**src/optical_pulse_pkg.sv**
```systemverilog
// constants, register map and types for the optical port and energy pulse shaper
// assumes a 250 MHz system clock and an AXI4-Lite register bus with 32-bit data
package optical_pulse_pkg;

  localparam int unsigned CLK_MHZ = 250;
  localparam int unsigned SAMPLE_TIME_US = 397;
  localparam int unsigned SAMPLE_CYCLES = SAMPLE_TIME_US * CLK_MHZ;
  localparam int unsigned UNIT_TIME_NS = 1000;
  localparam int unsigned UNIT_CYCLES = (UNIT_TIME_NS * CLK_MHZ) / 1000;
  localparam int unsigned CARRIER_STEP_NS = 1644;
  localparam int unsigned CARRIER_STEP_CYCLES = (CARRIER_STEP_NS * CLK_MHZ) / 1000;

  localparam int ADDR_W = 18;
  // register indices; byte address is four times the index
  localparam logic [15:0] IDX_PULSE_CTRL = 16'h2004;
  localparam logic [15:0] IDX_OPT_SEL = 16'h2007;
  localparam logic [15:0] IDX_OPT_CTRL = 16'h2008;
  localparam logic [15:0] IDX_MAX_WIDTH = 16'h2080;
  localparam logic [15:0] IDX_INTERVAL = 16'h2081;
  localparam logic [15:0] IDX_STATUS = 16'h2082;

  localparam int POS_PULSE_INV = 6;
  localparam int POS_DUTY = 0;
  localparam int POS_TX_SRC = 6;
  localparam int POS_TX_INVERT = 0;
  localparam int POS_TX_MOD = 1;
  localparam int POS_RX_INVERT = 4;
  localparam int POS_RX_GPIO = 5;

  localparam logic [7:0] RST_MAX_WIDTH = 8'hFF;
  localparam logic [7:0] RST_INTERVAL = 8'h00;
  localparam logic [7:0] MAX_WIDTH_OFF = 8'hFF;
  localparam logic [3:0] PEND_MAX = 4'hF;

  localparam logic [1:0] RESP_OKAY = 2'h0;
  localparam logic [1:0] RESP_SLVERR = 2'h2;

  localparam logic [1:0] SRC_UART = 2'h0;
  localparam logic [1:0] SRC_GPIO_TWO = 2'h1;
  localparam logic [1:0] SRC_REAL = 2'h2;
  localparam logic [1:0] SRC_REACTIVE = 2'h3;

  typedef struct packed {
    logic [1:0] tx_pin_source_select;
    logic [1:0] modulation_duty_select;
    logic rx_pin_as_gpio;
    logic rx_invert;
    logic tx_modulate_enable;
    logic tx_invert;
    logic pulse_polarity_invert;
    logic [7:0] pulse_max_width;
    logic [7:0] pulse_interval;
  } cfg_t;

  localparam cfg_t CFG_RESET = '{2'h0, 2'h0, 1'b0, 1'b0, 1'b0, 1'b0, 1'b0,
                                 RST_MAX_WIDTH, RST_INTERVAL};

  typedef enum logic {PS_IDLE, PS_ACTIVE} pulse_state_t;

endpackage

```
**src/optical_pulse.sv**
```systemverilog
// optical port pin logic and energy pulse shaping, with an AXI4-Lite register slave
// assumes synchronous inputs, one 250 MHz clock and one write and one read in flight
//
// The AXI4-Lite interface to the registers is this design's own decision.
`timescale 1ns/1ns
`default_nettype none
module optical_pulse
  import optical_pulse_pkg::*;
#(
  parameter int unsigned SAMPLE_CYC = optical_pulse_pkg::SAMPLE_CYCLES
)(
  input wire logic clk_sys, // system clock
  input wire logic rst_b, // async reset, active low
  input wire logic [optical_pulse_pkg::ADDR_W-1:0] s_axi_awaddr, // write address
  input wire logic s_axi_awvalid, // write address valid
  output logic s_axi_awready, // write address ready
  input wire logic [31:0] s_axi_wdata, // write data
  input wire logic [3:0] s_axi_wstrb, // write strobes
  input wire logic s_axi_wvalid, // write data valid
  output logic s_axi_wready, // write data ready
  output logic [1:0] s_axi_bresp, // write response
  output logic s_axi_bvalid, // write response valid
  input wire logic s_axi_bready, // write response ready
  input wire logic [optical_pulse_pkg::ADDR_W-1:0] s_axi_araddr, // read address
  input wire logic s_axi_arvalid, // read address valid
  output logic s_axi_arready, // read address ready
  output logic [31:0] s_axi_rdata, // read data
  output logic [1:0] s_axi_rresp, // read response
  output logic s_axi_rvalid, // read data valid
  input wire logic s_axi_rready, // read data ready
  input wire logic [1:0] ce_pulse, // pulse requests, bit 0 real, bit 1 reactive
  output logic real_energy_pulse, // shaped real energy pulse pin
  output logic reactive_energy_pulse, // shaped reactive energy pulse pin
  input wire logic ir_rx_pin, // comparator result of the optical receive pin
  output logic uart_rx, // value to the optical uart receiver
  output logic general_io_line_one, // rx pin seen as gpio input
  input wire logic uart_tx, // optical uart transmit line
  input wire logic general_io_line_two, // gpio output line two
  output logic ir_tx_pin // optical transmit pin
);

  function automatic logic [15:0] reg_index(input logic [ADDR_W-1:0] a);
    reg_index = a[ADDR_W-1:2];
  endfunction

  function automatic logic is_mapped(input logic [15:0] idx);
    is_mapped = (idx == IDX_PULSE_CTRL) || (idx == IDX_OPT_SEL) || (idx == IDX_OPT_CTRL)
      || (idx == IDX_MAX_WIDTH) || (idx == IDX_INTERVAL) || (idx == IDX_STATUS);
  endfunction

  cfg_t cfg_reg, cfg_next;
  logic aw_held_reg, aw_held_next, w_held_reg, w_held_next;
  logic [ADDR_W-1:0] awaddr_reg, awaddr_next;
  logic [31:0] wdata_reg, wdata_next;
  logic wstrb0_reg, wstrb0_next;
  logic bvalid_reg, bvalid_next, rvalid_reg, rvalid_next;
  logic [1:0] bresp_reg, bresp_next, rresp_reg, rresp_next;
  logic [31:0] rdata_reg, rdata_next;
  logic [15:0] widx, ridx;
  logic [7:0] status_byte;

  logic [1:0] pulse_active;
  logic [1:0] pulse_out_reg, pulse_out_next;

  // write and read channels
  always_comb
  begin
    aw_held_next = aw_held_reg;
    w_held_next = w_held_reg;
    awaddr_next = awaddr_reg;
    wdata_next = wdata_reg;
    wstrb0_next = wstrb0_reg;
    bvalid_next = bvalid_reg;
    bresp_next = bresp_reg;
    rvalid_next = rvalid_reg;
    rresp_next = rresp_reg;
    rdata_next = rdata_reg;
    cfg_next = cfg_reg;
    widx = reg_index(awaddr_reg);
    ridx = reg_index(s_axi_araddr);
    if (s_axi_awvalid && s_axi_awready)
    begin
      aw_held_next = 1'b1;
      awaddr_next = s_axi_awaddr;
    end
    if (s_axi_wvalid && s_axi_wready)
    begin
      w_held_next = 1'b1;
      wdata_next = s_axi_wdata;
      wstrb0_next = s_axi_wstrb[0];
    end
    if (bvalid_reg && s_axi_bready)
      bvalid_next = 1'b0;
    if (aw_held_reg && w_held_reg && !bvalid_reg)
    begin
      aw_held_next = 1'b0;
      w_held_next = 1'b0;
      bvalid_next = 1'b1;
      bresp_next = is_mapped(widx) ? RESP_OKAY : RESP_SLVERR;
      if (wstrb0_reg)
      begin
        case (widx)
          IDX_PULSE_CTRL: cfg_next.pulse_polarity_invert = wdata_reg[POS_PULSE_INV];
          IDX_OPT_SEL:
          begin
            cfg_next.modulation_duty_select = wdata_reg[POS_DUTY +: 2];
            cfg_next.tx_pin_source_select = wdata_reg[POS_TX_SRC +: 2];
          end
          IDX_OPT_CTRL:
          begin
            cfg_next.tx_invert = wdata_reg[POS_TX_INVERT];
            cfg_next.tx_modulate_enable = wdata_reg[POS_TX_MOD];
            cfg_next.rx_invert = wdata_reg[POS_RX_INVERT];
            cfg_next.rx_pin_as_gpio = wdata_reg[POS_RX_GPIO];
          end
          IDX_MAX_WIDTH: cfg_next.pulse_max_width = wdata_reg[7:0];
          IDX_INTERVAL: cfg_next.pulse_interval = wdata_reg[7:0];
          default: cfg_next = cfg_reg;
        endcase
      end
    end
    if (rvalid_reg && s_axi_rready)
      rvalid_next = 1'b0;
    if (s_axi_arvalid && s_axi_arready)
    begin
      rvalid_next = 1'b1;
      rresp_next = is_mapped(ridx) ? RESP_OKAY : RESP_SLVERR;
      rdata_next = 32'h0;
      case (ridx)
        IDX_PULSE_CTRL: rdata_next[POS_PULSE_INV] = cfg_reg.pulse_polarity_invert;
        IDX_OPT_SEL:
        begin
          rdata_next[POS_DUTY +: 2] = cfg_reg.modulation_duty_select;
          rdata_next[POS_TX_SRC +: 2] = cfg_reg.tx_pin_source_select;
        end
        IDX_OPT_CTRL:
        begin
          rdata_next[POS_TX_INVERT] = cfg_reg.tx_invert;
          rdata_next[POS_TX_MOD] = cfg_reg.tx_modulate_enable;
          rdata_next[POS_RX_INVERT] = cfg_reg.rx_invert;
          rdata_next[POS_RX_GPIO] = cfg_reg.rx_pin_as_gpio;
        end
        IDX_MAX_WIDTH: rdata_next[7:0] = cfg_reg.pulse_max_width;
        IDX_INTERVAL: rdata_next[7:0] = cfg_reg.pulse_interval;
        IDX_STATUS: rdata_next[7:0] = status_byte;
        default: rdata_next = 32'h0;
      endcase
    end
  end

  always_ff @(posedge clk_sys or negedge rst_b)
  begin
    if (!rst_b)
    begin
      cfg_reg <= CFG_RESET;
      aw_held_reg <= 1'b0;
      w_held_reg <= 1'b0;
      awaddr_reg <= '0;
      wdata_reg <= 32'h0;
      wstrb0_reg <= 1'b0;
      bvalid_reg <= 1'b0;
      bresp_reg <= RESP_OKAY;
      rvalid_reg <= 1'b0;
      rresp_reg <= RESP_OKAY;
      rdata_reg <= 32'h0;
    end
    else
    begin
      cfg_reg <= cfg_next;
      aw_held_reg <= aw_held_next;
      w_held_reg <= w_held_next;
      awaddr_reg <= awaddr_next;
      wdata_reg <= wdata_next;
      wstrb0_reg <= wstrb0_next;
      bvalid_reg <= bvalid_next;
      bresp_reg <= bresp_next;
      rvalid_reg <= rvalid_next;
      rresp_reg <= rresp_next;
      rdata_reg <= rdata_next;
    end
  end

  assign s_axi_awready = !aw_held_reg && !bvalid_reg;
  assign s_axi_wready = !w_held_reg && !bvalid_reg;
  assign s_axi_bvalid = bvalid_reg;
  assign s_axi_bresp = bresp_reg;
  assign s_axi_arready = !rvalid_reg;
  assign s_axi_rvalid = rvalid_reg;
  assign s_axi_rresp = rresp_reg;
  assign s_axi_rdata = rdata_reg;

  // shared time unit for pulse limiting and queue pacing
  logic bypass;
  logic [31:0] unit_len;
  logic [31:0] unit_cnt_reg, unit_cnt_next;
  logic unit_tick;

  always_comb
  begin
    bypass = (cfg_reg.pulse_interval == 8'h00);
    unit_len = bypass ? 32'(SAMPLE_CYC)
      : 32'(cfg_reg.pulse_interval) * 32'(UNIT_CYCLES);
    unit_tick = (unit_cnt_reg >= unit_len - 32'h1);
    unit_cnt_next = unit_tick ? 32'h0 : unit_cnt_reg + 32'h1;
  end

  always_ff @(posedge clk_sys or negedge rst_b)
  begin
    if (!rst_b)
      unit_cnt_reg <= 32'h0;
    else
      unit_cnt_reg <= unit_cnt_next;
  end

  genvar gi;
  generate
    for (gi = 0; gi < 2; gi++)
    begin : g_pulse
      pulse_state_t st_reg, st_next;
      logic [8:0] units_reg, units_next;
      logic [31:0] cyc_reg, cyc_next, period_reg, period_next, half_reg, half_next;
      logic [3:0] pend_reg, pend_next;
      logic start;
      logic [8:0] limit;

      always_comb
      begin
        st_next = st_reg;
        units_next = units_reg;
        cyc_next = cyc_reg + 32'h1;
        half_next = half_reg;
        pend_next = pend_reg;
        period_next = (period_reg == 32'hFFFF_FFFF) ? period_reg : period_reg + 32'h1;
        limit = {cfg_reg.pulse_max_width, 1'b1};
        // queued requests start only on a unit boundary, so starts are paced
        if (bypass)
          start = ce_pulse[gi];
        else
          start = unit_tick && (pend_reg != 4'h0) && (st_reg == PS_IDLE);
        if (!bypass && ce_pulse[gi] && pend_reg != PEND_MAX)
          pend_next = pend_reg + 4'h1;
        if (start && !bypass)
          pend_next = pend_next - 4'h1;
        case (st_reg)
          PS_IDLE: st_next = PS_IDLE;
          PS_ACTIVE:
          begin
            if (cfg_reg.pulse_max_width == MAX_WIDTH_OFF)
            begin
              if (cyc_next >= half_reg)
                st_next = PS_IDLE;
            end
            else if (unit_tick)
            begin
              units_next = units_reg + 9'h1;
              if (units_next >= limit)
                st_next = PS_IDLE;
            end
          end
          default: st_next = PS_IDLE;
        endcase
        if (start)
        begin
          // half the spacing since the previous start gives 50 percent duty
          st_next = PS_ACTIVE;
          units_next = 9'h0;
          cyc_next = 32'h0;
          half_next = {1'b0, period_reg[31:1]};
          period_next = 32'h1;
        end
      end

      always_ff @(posedge clk_sys or negedge rst_b)
      begin
        if (!rst_b)
        begin
          st_reg <= PS_IDLE;
          units_reg <= 9'h0;
          cyc_reg <= 32'h0;
          half_reg <= 32'h0;
          pend_reg <= 4'h0;
          period_reg <= 32'hFFFF_FFFF;
        end
        else
        begin
          st_reg <= st_next;
          units_reg <= units_next;
          cyc_reg <= cyc_next;
          half_reg <= half_next;
          pend_reg <= pend_next;
          period_reg <= period_next;
        end
      end

      assign pulse_active[gi] = (st_reg == PS_ACTIVE);
    end
  endgenerate

  // optical transmit path and carrier
  logic [31:0] step_cnt_reg, step_cnt_next;
  logic [3:0] phase_reg, phase_next;
  logic carrier, tx_src, tx_inv, tx_next, tx_reg;
  logic uart_rx_next, uart_rx_reg, gpio_one_next, gpio_one_reg;

  always_comb
  begin
    step_cnt_next = step_cnt_reg + 32'h1;
    phase_next = phase_reg;
    if (step_cnt_reg >= 32'(CARRIER_STEP_CYCLES) - 32'h1)
    begin
      step_cnt_next = 32'h0;
      phase_next = phase_reg + 4'h1;
    end
    // low while phase is below 8, 4, 2 or 1 of 16 steps
    carrier = !({1'b0, phase_reg} < (5'h8 >> cfg_reg.modulation_duty_select));
    pulse_out_next = cfg_reg.pulse_polarity_invert ? pulse_active : ~pulse_active;
    case (cfg_reg.tx_pin_source_select)
      SRC_UART: tx_src = uart_tx;
      SRC_GPIO_TWO: tx_src = general_io_line_two;
      SRC_REAL: tx_src = pulse_out_reg[0];
      SRC_REACTIVE: tx_src = pulse_out_reg[1];
      default: tx_src = uart_tx;
    endcase
    tx_inv = tx_src ^ cfg_reg.tx_invert;
    tx_next = (cfg_reg.tx_modulate_enable && !tx_inv) ? carrier : tx_inv;
    uart_rx_next = cfg_reg.rx_pin_as_gpio ? 1'b1 : (ir_rx_pin ^ cfg_reg.rx_invert);
    gpio_one_next = cfg_reg.rx_pin_as_gpio ? ir_rx_pin : 1'b0;
  end

  always_ff @(posedge clk_sys or negedge rst_b)
  begin
    if (!rst_b)
    begin
      step_cnt_reg <= 32'h0;
      phase_reg <= 4'h0;
      pulse_out_reg <= 2'h3;
      tx_reg <= 1'b0;
      uart_rx_reg <= 1'b1;
      gpio_one_reg <= 1'b0;
    end
    else
    begin
      step_cnt_reg <= step_cnt_next;
      phase_reg <= phase_next;
      pulse_out_reg <= pulse_out_next;
      tx_reg <= tx_next;
      uart_rx_reg <= uart_rx_next;
      gpio_one_reg <= gpio_one_next;
    end
  end

  assign status_byte = {2'h0, pulse_active, pulse_out_reg, ir_rx_pin, tx_reg};
  assign real_energy_pulse = pulse_out_reg[0];
  assign reactive_energy_pulse = pulse_out_reg[1];
  assign ir_tx_pin = tx_reg;
  assign uart_rx = uart_rx_reg;
  assign general_io_line_one = gpio_one_reg;

endmodule
`default_nettype wire

```
**config.mk**
```make
export PLATFORM = sky130hd
export DESIGN_NAME = optical_pulse
export DESIGN_NICKNAME = d
export VERILOG_FILES = /design/src/optical_pulse_pkg.sv /design/src/optical_pulse.sv
export SDC_FILE = /design/constraint.sdc
export NUM_CORES = 1
export LEC_CHECK = 0
export BUFFER_PORTS_ARGS = -buffer_cell sky130_fd_sc_hd__buf_2
export CAP_MARGIN = 20
export CORE_MARGIN = 4
export CORE_UTILIZATION = 62
export CTS_CLUSTER_DIAMETER = 200
export DETAILED_ROUTE_END_ITERATION = 10
export PLACE_DENSITY = 0.88
export SETUP_SLACK_MARGIN = 0.4
export SLEW_MARGIN = 20
export SYNTH_ARGS = -nofsm -noshare
export SYNTH_HDL_FRONTEND = slang
export SYNTH_SLANG_ARGS = --single-unit
```
**constraint.sdc**
```tcl
create_clock -name clk_sys -period 9.8 [get_ports clk_sys]
set_input_delay 0.49 -clock clk_sys [delete_from_list [all_inputs] [get_ports clk_sys]]
set_output_delay 0.49 -clock clk_sys [all_outputs]
set_load 0.05 [all_outputs]
```
Word level (Yosys, flattened, before mapping):

Index checks and enable logic that the tools add are counted.
W data, S select, Z words.

* bits in registers: 359
* input port bits: 84
* output and inout bits: 46
* word-level logic and storage cells: 201

* add/subtract/negate cells: 14
* multipliers: 1
* magnitude comparators: 7
* eq/ne operators: 24
* shifts and indexed selects: 1
* mux-type cells: 55
* bitwise operators: 5
* reduce and logical (&&, ||, !) cells: 56

Operator list (count)
* $mux W32: 8
* $add A32 B1 Y32 const B: 6
* $eq A16 B14 Y1 const B: 12
* $mux W9: 8
* $eq A32 B32 Y1 const B: 2
* $ge A32 B31 Y1: 2
* $ge A32 B32 Y1: 1
* $ge A32 B9 Y1 const B: 1
* $mux W1: 23
* $reduce_and A3 Y1: 7
* $logic_and A1 B1 Y1: 20
* $add A9 B1 Y9 const B: 2
* $ge A9 B9 Y1: 2
* $sub A17 B1 Y18 const B: 1
* $mux W17: 1
* $mux W4: 4
* $reduce_bool A2 Y1: 8
* $mul A8 B7 Y15 const B: 1
* $add A4 B1 Y4 const B: 3
* $logic_or A1 B1 Y1: 10
* $pmux W2 S5: 1
* $eq A8 B8 Y1 const B: 1
* $logic_not A8 Y1: 1
* $ne A2 B2 Y1 const B: 4
* 18 further kinds: 34

Longest topological paths before layout:

Gate-level depths: netlist of run 1.

* word-level depth: 9
* depth in mapped cells: 26
* depth with buffers taken out: 23

Worst setup path before layout of run 1:

No wires, ideal clock.

* path kind: register to register
* start point: register cfg_reg[1] in the netlist's numbering
* end point: register g_pulse[0].half_reg[0]
* library setup time: 125 ps
* arrival: 6874 ps
* required time: 9675 ps
* slack: 2801 ps
* stages on the path, launching flop included: 24
* path buffers: 1
* clock period less this slack: 6999 ps
* cell sequence: dfrtp_1 > fa_1 > inv_1 > fa_1 > fa_1 > fa_1 > inv_1 > ha_1 > and3_4 > a221oi_2 > xnor2_1 > nor4b_2 > nand3_2 > nor4_2 > nand2_1 > ha_1 > a21o_1 > a221o_1 > a221oi_2 > o21a_4 > nand2_2 > a21boi_2 > buf_4 > mux2_2

* word-level cells in the longest chain between the ends: 7
* elaborated cells on any way between the ends: 8
* classes of those cells: add/sub (1); mul (1); order compare (1); mux (2); reduce/logical (3)

RTL lines
* start, declared: line optical_pulse.sv:51 `cfg_t cfg_reg, cfg_next;`
* start signal, assigned: line optical_pulse.sv:169 `cfg_reg <= cfg_next;`
* $mul A8 B7 Y15 / $logic_not A8 Y1 (equally long branches): line optical_pulse.sv:202, optical_pulse.sv:200
* $mux W17: line optical_pulse.sv:201 `unit_len = bypass ? 32'(SAMPLE_CYC)`
* $sub A17 B1 Y18: line optical_pulse.sv:203 `unit_tick = (unit_cnt_reg >= unit_len - 32'h1);`
* $ge A32 B32 Y1: line optical_pulse.sv:203
* $logic_and A1 B1 Y1 (2 in a row): line optical_pulse.sv:239 `start = unit_tick && (pend_reg != 4'h0) && (st_reg == PS_IDLE);`
* $mux W1 *: line optical_pulse.sv:236 `if (bypass)`
* end signal, assigned: line optical_pulse.sv:289 `half_reg <= half_next;`
* end, declared: line optical_pulse.sv:221 `logic [31:0] cyc_reg, cyc_next, period_reg, period_next, half_reg, half_next;`

Every way passes the cells marked *; elsewhere a longest branch is shown, timed or not.
A chain may end at the register's enable or synchronous reset.

Worst setup path in the final report of run 1:

* start point: register cfg_reg[5] in the netlist's numbering
* end point: register g_pulse[0].half_reg[12]

Same word-level chain as after synthesis.

==> impl_summary.log, run 1 <==
[metrics] number of instances in the synthesized netlist: 2006
[metrics] Crit Path Category: reg -> reg
[metrics] clock slew seen by the registers of the worst setup and hold paths: 0.06 ns
[metrics] deepest level of the CTS H-tree: 2
[metrics] Post-CTS Repair Setup Buffers: 0
[metrics] Die H: 192 µm
[metrics] quantity of I/O buffers inserted on ports: 72
[metrics] CTS buffer count: 40
[metrics] first element of the critical path: cfg_reg[5]
[metrics] worst min-delay path class: in -> async
[metrics] width of the die: 192 µm
[metrics] count of standard-cell rows: 67
[metrics] TritonCTS clock tree: yes
[metrics] total routed wirelength: 45.0 mm
[metrics] final period utilization: 0.852
[metrics] effective utilization at floorplan: 0.628
[metrics] fmax: 0.120 GHz
[metrics] r2r endpoint: g_pulse[0].half_reg[12]
[metrics] Die ar.: 0.0369 mm²
[metrics] layout net count: 2382
[metrics] layout cell share with drive strength beyond 1: 0.169
[metrics] total global-route track usage: 0.247
[metrics] clock period minus final worst setup slack: 8.35 ns
[metrics] CP Data Arrival Time: 8.79 ns
[metrics] RePlAce Congestion: 0.902
[metrics] Post-synth EDFFs: 0
[metrics] Final Hold Violating Endpoints: 8
[metrics] type of origin of the critical path: register
[metrics] sequential area share after synthesis: 0.427
[metrics] critical path fanouts, max: 34
[metrics] vias per cell: 5.82
[metrics] number of iterations in the first detailed-routing pass: 6
[metrics] slew at the pin with the worst max-slew slack: 0.971 ns
[metrics] largest net degree at the start of global routing: 118
[metrics] number of remaining DRC errors: 0
[metrics] run status: finished, violations left
[metrics] area of combinational cells with multiple inputs: 0.0113 mm²
[metrics] startpoint of the worst register-to-register path: cfg_reg[5]
[metrics] Root Driver: clkbuf_16
[metrics] CP delay by family, top: adder cells
[metrics] standard cell with the maximum stage delay on the critical path: a21boi_4
[metrics] CTS sink cnt: 355
[metrics] pins over their slew limit: 0
[metrics] critical path cell sequence: inv_1 -> ha_1 -> inv_1 -> fa_1 -> fa_1 -> fa_1 -> inv_1 -> ha_1 -> and3_4 -> a221oi_2 -> xnor2_1 -> nor4b_2 -> nand3_2 -> nor4_2 -> nand2_1 -> ha_1 -> a21o_1 -> a221o_1 -> a221oi_2 -> o21a_4 -> nand2_2 -> a21boi_4 -> buf_16 -> mux2_2
[metrics] number of DRC markers in iteration 0: 1077
[metrics] share of flip-flops with an asynchronous set or reset after synthesis: 1.00
[metrics] half-perimeter wire length after detailed placement: 31.2 mm
[metrics] number of global-route vias before repair: 15849
[metrics] global route overflow: 0
[metrics] number of library cell types mapped by synthesis: 89
[metrics] finished layout cell area: 0.0232 mm²
[metrics] largest incremental delay on the critical path: 0.62 ns
[metrics] post-detailed-placement cell area: 0.0217 mm²
[metrics] Post-Syn Area: 0.0210 mm²
[metrics] Peak VDD IR: 0.178 mV
[metrics] relative max-transition margin: 0.352
[metrics] Final Hold Slack: -0.0195 ns
[metrics] Resized cells post-CTS: 0
[metrics] most used flip-flop cell after synthesis: dfrtp_1
[metrics] register-to-register path setup slack: 1.45 ns
[metrics] number of placed I/O pins: 130
[metrics] RSZ-0062 raised after global routing: no
[metrics] Layout Utilization: 0.694
[metrics] area of all sequential standard cells: 0.00898 mm²
[metrics] type of element capturing the critical path: register
[metrics] number of failing setup endpoints in the final timing report: 0
[metrics] leakage power of the design: 10.9 nW
[metrics] clock latency on the worst-skew pair: 0.58 ns
[metrics] worst endpoint required time: 10.23 ns
[metrics] PD cells: 151 mW/mm²
[metrics] total power after layout: 3.51 mW
[metrics] failing checks: negative hold slack
[metrics] core area: 0.0334 mm²
[metrics] buffers plus inverters on the worst setup path: 4
[metrics] average detailed-routed wire length per instance: 17.4 µm
[metrics] count of hold buffers inserted by post-cts repair: 0
[metrics] number of filler instances in the final layout: 2237
[metrics] Longest Clk Path Bufs: 3
[metrics] initial antenna violation count: 1
[metrics] reg2reg path depth: 24
[metrics] post-route clock skew: 0.0357 ns
[metrics] first-pass GRT wire length: 75.6 mm
[metrics] number of antenna-violating nets in the routed design: 0
[metrics] yosys synthesis warning count: 0
[metrics] final total negative setup slack: 0 ns
[metrics] maxcap violations: 0
[metrics] area growth from synthesis to layout: 10.5%
[metrics] FF+latch count, synth: 355
[metrics] post-synthesis average cell area: 10.5 µm²
[metrics] via count: 15040
synthesized netlist by cell type, drive strengths merged (6+ instances only):
cell    count  share of area
xor2      106          0.044
nor3b       6         0.0024
fa         21          0.020
nand4      56          0.017
nand3      85          0.020
or3        16         0.0050
nor2b      16         0.0049
a222oi      7         0.0033
nand2b     15         0.0045
o211ai      9         0.0032
and3       37          0.011
buf        48          0.018
nand2     119          0.021
xnor2     110          0.046
inv       126          0.022
mux2i      13         0.0062
nor3       27         0.0074
dfstp      75          0.094
nor4       19         0.0070
a21o       21         0.0075
a31oi       6         0.0018
a211oi     13         0.0049
and4       29          0.012
and2       76          0.023
or4         8         0.0030
mux2      101          0.060
clkbuf     27         0.0049
dfrtp     280           0.33
ha        172           0.10
nor2      190          0.034
a21oi      53          0.013
o21ai      50          0.013
o21a       13         0.0050
logic make-up after synthesis:
family	Yosys count	share of synthesized area
other	1	0.000178
AOI/OAI and AO/OA	209	0.0682
and+or+nand+nor	716	0.180
DFF	355	0.427
muxes	115	0.0673
adders and majority gates	193	0.122
xor gates and xnor gates	216	0.0900
buffers and inverters	201	0.0454
per-layer routing:
layer / share of wire / vias to the layer above / global-route usage
met5: 0 / - / 0
met4: 0.027 / 0 / 0.0826
met3: 0.043 / 110 / 0.0394
met2: 0.52 / 369 / 0.438
met1: 0.41 / 7478 / 0.307
li1: - / 7083 / -
worst register-to-register path, cell delays in order (launching register included):
cell and delay [ns]:
dfrtp_1 0.54, inv_1 0.22, ha_1 0.32, inv_1 0.05
fa_1 0.56, fa_1 0.45, fa_1 0.52, inv_1 0.04
ha_1 0.34, and3_4 0.21, a221oi_2 0.30, xnor2_1 0.17
nor4b_2 0.40, nand3_2 0.14, nor4_2 0.34, nand2_1 0.42
ha_1 0.47, a21o_1 0.16, a221o_1 0.33, a221oi_2 0.36
o21a_4 0.22, nand2_2 0.40, a21boi_4 0.63, buf_16 0.24
mux2_2 0.37
cell type report:
cell class / instances / share of cell area
multi-input cells: 1498 / 0.486
flip-flops and latches: 355 / 0.387
clock buffers: 59 / 0.0505
well taps: 448 / 0.0241
repair buffers: 84 / 0.0219
inverters: 126 / 0.0204
clock inverters: 15 / 0.0100
diodes: 1 / 0.000108
stage by stage:
step	worst slack, ns	hold slack [ns]	cells
2_1_floorplan	2.80	0.194	2054
3_3_place_gp	1.49	0.457	2509
3_5_place_dp	1.26	0.469	2509
4_1_cts	1.21	0.0224	2583
5_1_grt	0.866	0.0675	2586
6_report	1.45	-0.0195	2586
cells in the final DEF (no fill, tap or decap), drive strengths merged, types with 5 or more instances in the layout:
cell	n
dfrtp	280
nor2	190
ha	172
inv	128
nand2	119
xnor2	110
xor2	106
mux2	101
nand3	85
buf	84
and2	76
dfstp	75
clkbuf	59
nand4	56
a21oi	53
o21ai	50
conb	49
and3	37
and4	29
nor3	27
fa	21
a21o	21
nor4	19
or3	16
nor2b	16
nand2b	15
mux2i	13
a211oi	13
o21a	13
o211ai	9
or4	8
clkinv	8
a222oi	7
a31oi	6
nor3b	6
or2	5
nand3b	5
o31a	5
how the worst max path moves through the flow:
stage	endpoint	depth (start not counted)
global route	g_pulse[0].half_reg[22]	24
finish	g_pulse[0].half_reg[12]	24
floorplan	g_pulse[0].half_reg[0]	23
global placement	g_pulse[0].half_reg[7]	23
CTS	g_pulse[0].half_reg[12]	23
detailed placement	g_pulse[0].half_reg[9]	23
power by group:
group	switching, mW	internal [mW]	leakage (nW)
logic	0.185	0.126	5.67
clock network	0.626	0.948	0.687
registers	0.0789	1.55	4.51
Power figures use the tool's default switching activity.
==> inputs of run 2 (changes only) <==
==> constraint.sdc (replaced) <==
create_clock -name clk_sys -period 9.8 [get_ports clk_sys]
set_input_delay 1.96 -clock clk_sys [delete_from_list [all_inputs] [get_ports clk_sys]]
set_output_delay 1.96 -clock clk_sys [all_outputs]
set_load 0.05 [all_outputs]
==> run 2 against run 1 <==
  * The run now ends clean
  * Critical endpoint is now g_pulse[0].cyc_reg[15]
  * Largest power group unchanged
  * Register-to-register slack worse by 0.31 ns
  * Final cell count is 0.15% lower
  * Highest routed layer unchanged
  * Critical path type unchanged
  * Flip-flop and latch count stayed put
==> impl_summary.log, run 2 (synthesized netlist as in run 1, its figures left out) <==
[metrics] layout net count: 2379 (-0.13%)
[metrics] post-detailed-placement cell area: 0.0218 mm² (about the same)
[metrics] run status: completed
[metrics] CP Data Arrival Time: 9.14 ns (+0.35 ns)
[metrics] leading cell type in the layout, fill and taps excluded: dfrtp_1
[metrics] number of stages on the worst hold path: 1
[metrics] leakage power of the design: 10.8 nW (-0.70%)
[metrics] largest incremental delay on the critical path: 0.92 ns (+0.30 ns)
[metrics] most frequent cells in the layout: 280 x dfrtp_1, 189 x nor2_1, 172 x ha_1, 126 x inv_1, 118 x nand2_1
[metrics] deepest level of the CTS H-tree: 2 (unchanged)
[metrics] clock slew seen by the registers of the worst setup and hold paths: 0.06 ns (about the same)
[metrics] number of DRC markers in iteration 0: 1034 (-4.0%)
[metrics] finished layout cell area: 0.0231 mm² (-0.72%)
[metrics] setup slack after layout: 1.14 ns (-0.310 ns)
[metrics] standard cell with the maximum stage delay on the critical path: a21boi_4
[metrics] area growth from synthesis to layout: 9.69%
[metrics] clock latency on the worst-skew pair: 0.57 ns (about the same)
[metrics] RSZ-0062 raised after global routing: no
[metrics] worst min-delay path class: reg -> reg
[metrics] width of the die: 192 µm (unchanged)
[metrics] total instance count after detailed placement: 2509 (unchanged)
[metrics] number of placed I/O pins: 130 (unchanged)
[metrics] global route overflow: 0 (unchanged)
[metrics] buffers plus inverters on the worst setup path: 4 (unchanged)
[metrics] half-perimeter wire length after detailed placement: 31.3 mm (+0.14%)
[metrics] relative max-transition margin: 0.274 (-0.0789)
[metrics] number of remaining DRC errors: 0 (unchanged)
[metrics] type of element capturing the critical path: register
[metrics] type of origin of the critical path: register
[metrics] final total negative setup slack: 0 ns (unchanged)
[metrics] Peak VDD IR: 0.219 mV (+23%)
[metrics] layout cell share with drive strength beyond 1: 0.167 (-0.00156)
[metrics] largest net degree at the start of global routing: 191 (+62%)
[metrics] number of antenna-violating nets in the routed design: 0 (unchanged)
[metrics] Post-CTS Repair Setup Buffers: 0 (unchanged)
[metrics] slew at the pin with the worst max-slew slack: 1.09 ns (+0.114 ns)
[metrics] Die H: 192 µm (unchanged)
[metrics] critical path cell sequence: inv_1 -> ha_1 -> inv_1 -> fa_1 -> fa_1 -> fa_1 -> inv_1 -> ha_1 -> and3_4 -> a221oi_2 -> xnor2_1 -> nor4b_2 -> nand3_2 -> nor4_2 -> nand2_1 -> ha_1 -> a21o_1 -> a221o_1 -> a221oi_2 -> o21a_4 -> nand2_2 -> a21boi_4 -> buf_4 -> and2_1
[metrics] initial antenna violation count: 1 (unchanged)
[metrics] fmax: 0.115 GHz (-3.6%)
[metrics] CTS buffer count: 39 (-2.5%)
[metrics] final period utilization: 0.884 (+0.0317)
[metrics] number of failing setup endpoints in the final timing report: 0 (unchanged)
[metrics] source of the worst hold timing path: s_axi_rdata[0]
[metrics] Die ar.: 0.0369 mm² (unchanged)
[metrics] TritonCTS clock tree: yes
[metrics] core area: 0.0334 mm² (unchanged)
[metrics] effective utilization at floorplan: 0.628 (unchanged)
[metrics] pre-CTS worst setup slack: 1.23 ns (-0.0290 ns)
[metrics] Resized cells post-CTS: 0 (unchanged)
[metrics] Final Hold Violating Endpoints: 0 (-8)
[metrics] r2r endpoint: g_pulse[0].cyc_reg[15]
[metrics] end of the worst hold path: s_axi_rdata[0]
[metrics] vias per cell: 5.84 (+0.48%)
[metrics] maxcap violations: 0 (unchanged)
[metrics] startpoint of the worst register-to-register path: cfg_reg[5]
[metrics] clock period minus final worst setup slack: 8.66 ns (+0.310 ns)
[metrics] total power after layout: 3.40 mW (-3.0%)
[metrics] number of iterations in the first detailed-routing pass: 5 (-1)
[metrics] critical path fanouts, max: 34 (unchanged)
[metrics] number of gates on the worst path with buffers counted: 24 (unchanged)
[metrics] count of standard-cell rows: 67 (unchanged)
[metrics] Crit Path Category: reg -> reg
[metrics] RePlAce Congestion: 0.895 (-0.79%)
[metrics] Root Driver: clkbuf_16
[metrics] first-pass GRT wire length: 75.4 mm (-0.38%)
[metrics] average detailed-routed wire length per instance: 17.2 µm (-0.84%)
[metrics] total global-route track usage: 0.246 (-0.000519)
[metrics] CTS sink cnt: 355 (unchanged)
[metrics] total routed wirelength: 44.5 mm (-0.99%)
[metrics] worst endpoint required time: 10.28 ns (+0.05 ns)
[metrics] reg2reg path depth: 24 (unchanged)
[metrics] number of global-route vias before repair: 15822 (-0.17%)
[metrics] register-to-register path setup slack: 1.14 ns (-0.31 ns)
[metrics] PD cells: 148 mW/mm² (-2.3%)
[metrics] via count: 15089 (+0.33%)
[metrics] post-route clock skew: 0.0303 ns (-0.00540 ns)
[metrics] Longest Clk Path Bufs: 3 (unchanged)
[metrics] quantity of I/O buffers inserted on ports: 72 (unchanged)
[metrics] count of hold buffers inserted by post-cts repair: 0 (unchanged)
[metrics] pins over their slew limit: 0 (unchanged)
[metrics] CP delay by family, top: adder cells
[metrics] Final Non-Filler Cells: 2582 (-0.15%)
[run 2: cell types whose count changed in the layout (fill, tap and decap cells not counted)]
cell       before  now
buf_12          0    1
clkinv_2        6   10
buf_4           8    9
inv_6           1    2
bufinv_16       4    3
clkbuf_16      41   39
clkbuf_8        8    4
buf_16          2    0
clkinv_4        0    1
buf_6           2    0
inv_16          1    0
[run 2: final cells by class]
cell class	instances	area (µm²)
fillers	2243	10400
clock inverters	19	220
inverters	126	473
multi-input cells	1498	11300
flip-flops and latches	355	8980
diodes	1	2.50
repair buffers	82	458
well taps	448	561
clock buffers	53	1070
[run 2: worst max path at each step]
stage	start	end	slack (ns)
finish	cfg_reg[5]	g_pulse[0].cyc_reg[15]	1.14
global route	cfg_reg[5]	g_pulse[0].cyc_reg[15]	0.57
CTS	cfg_reg[5]	g_pulse[0].cyc_reg[3]	1.08
detailed placement	cfg_reg[5]	g_pulse[0].cyc_reg[6]	1.23
global placement	cfg_reg[5]	g_pulse[0].half_reg[7]	1.52
floorplan	cfg_reg[1]	g_pulse[0].half_reg[0]	2.80
[run 2: layer usage]
| metal | vias up | global-route usage | share of wire |
|---|---|---|---|
| met3 | 138 | 0.0376 | 0.043 |
| li1 | 7091 | - | - |
| met4 | 0 | 0.0987 | 0.037 |
| met5 | - | 0 | 0 |
| met1 | 7460 | 0.305 | 0.41 |
| met2 | 400 | 0.432 | 0.51 |
[run 2: report_power, final]
group          leakage, nW  internal (mW)  switching [mW]
combinational         5.65          0.124           0.186
sequential            4.51           1.55          0.0815
clock                0.634          0.855           0.612
[run 2: per-stage QoR]
stage	hold slack (ns)	util
after floorplan	0.452	-
after global placement	0.456	0.651
after detailed placement	0.465	0.651
after CTS	0.478	0.689
after global routing	0.494	0.689
final	0.476	0.689
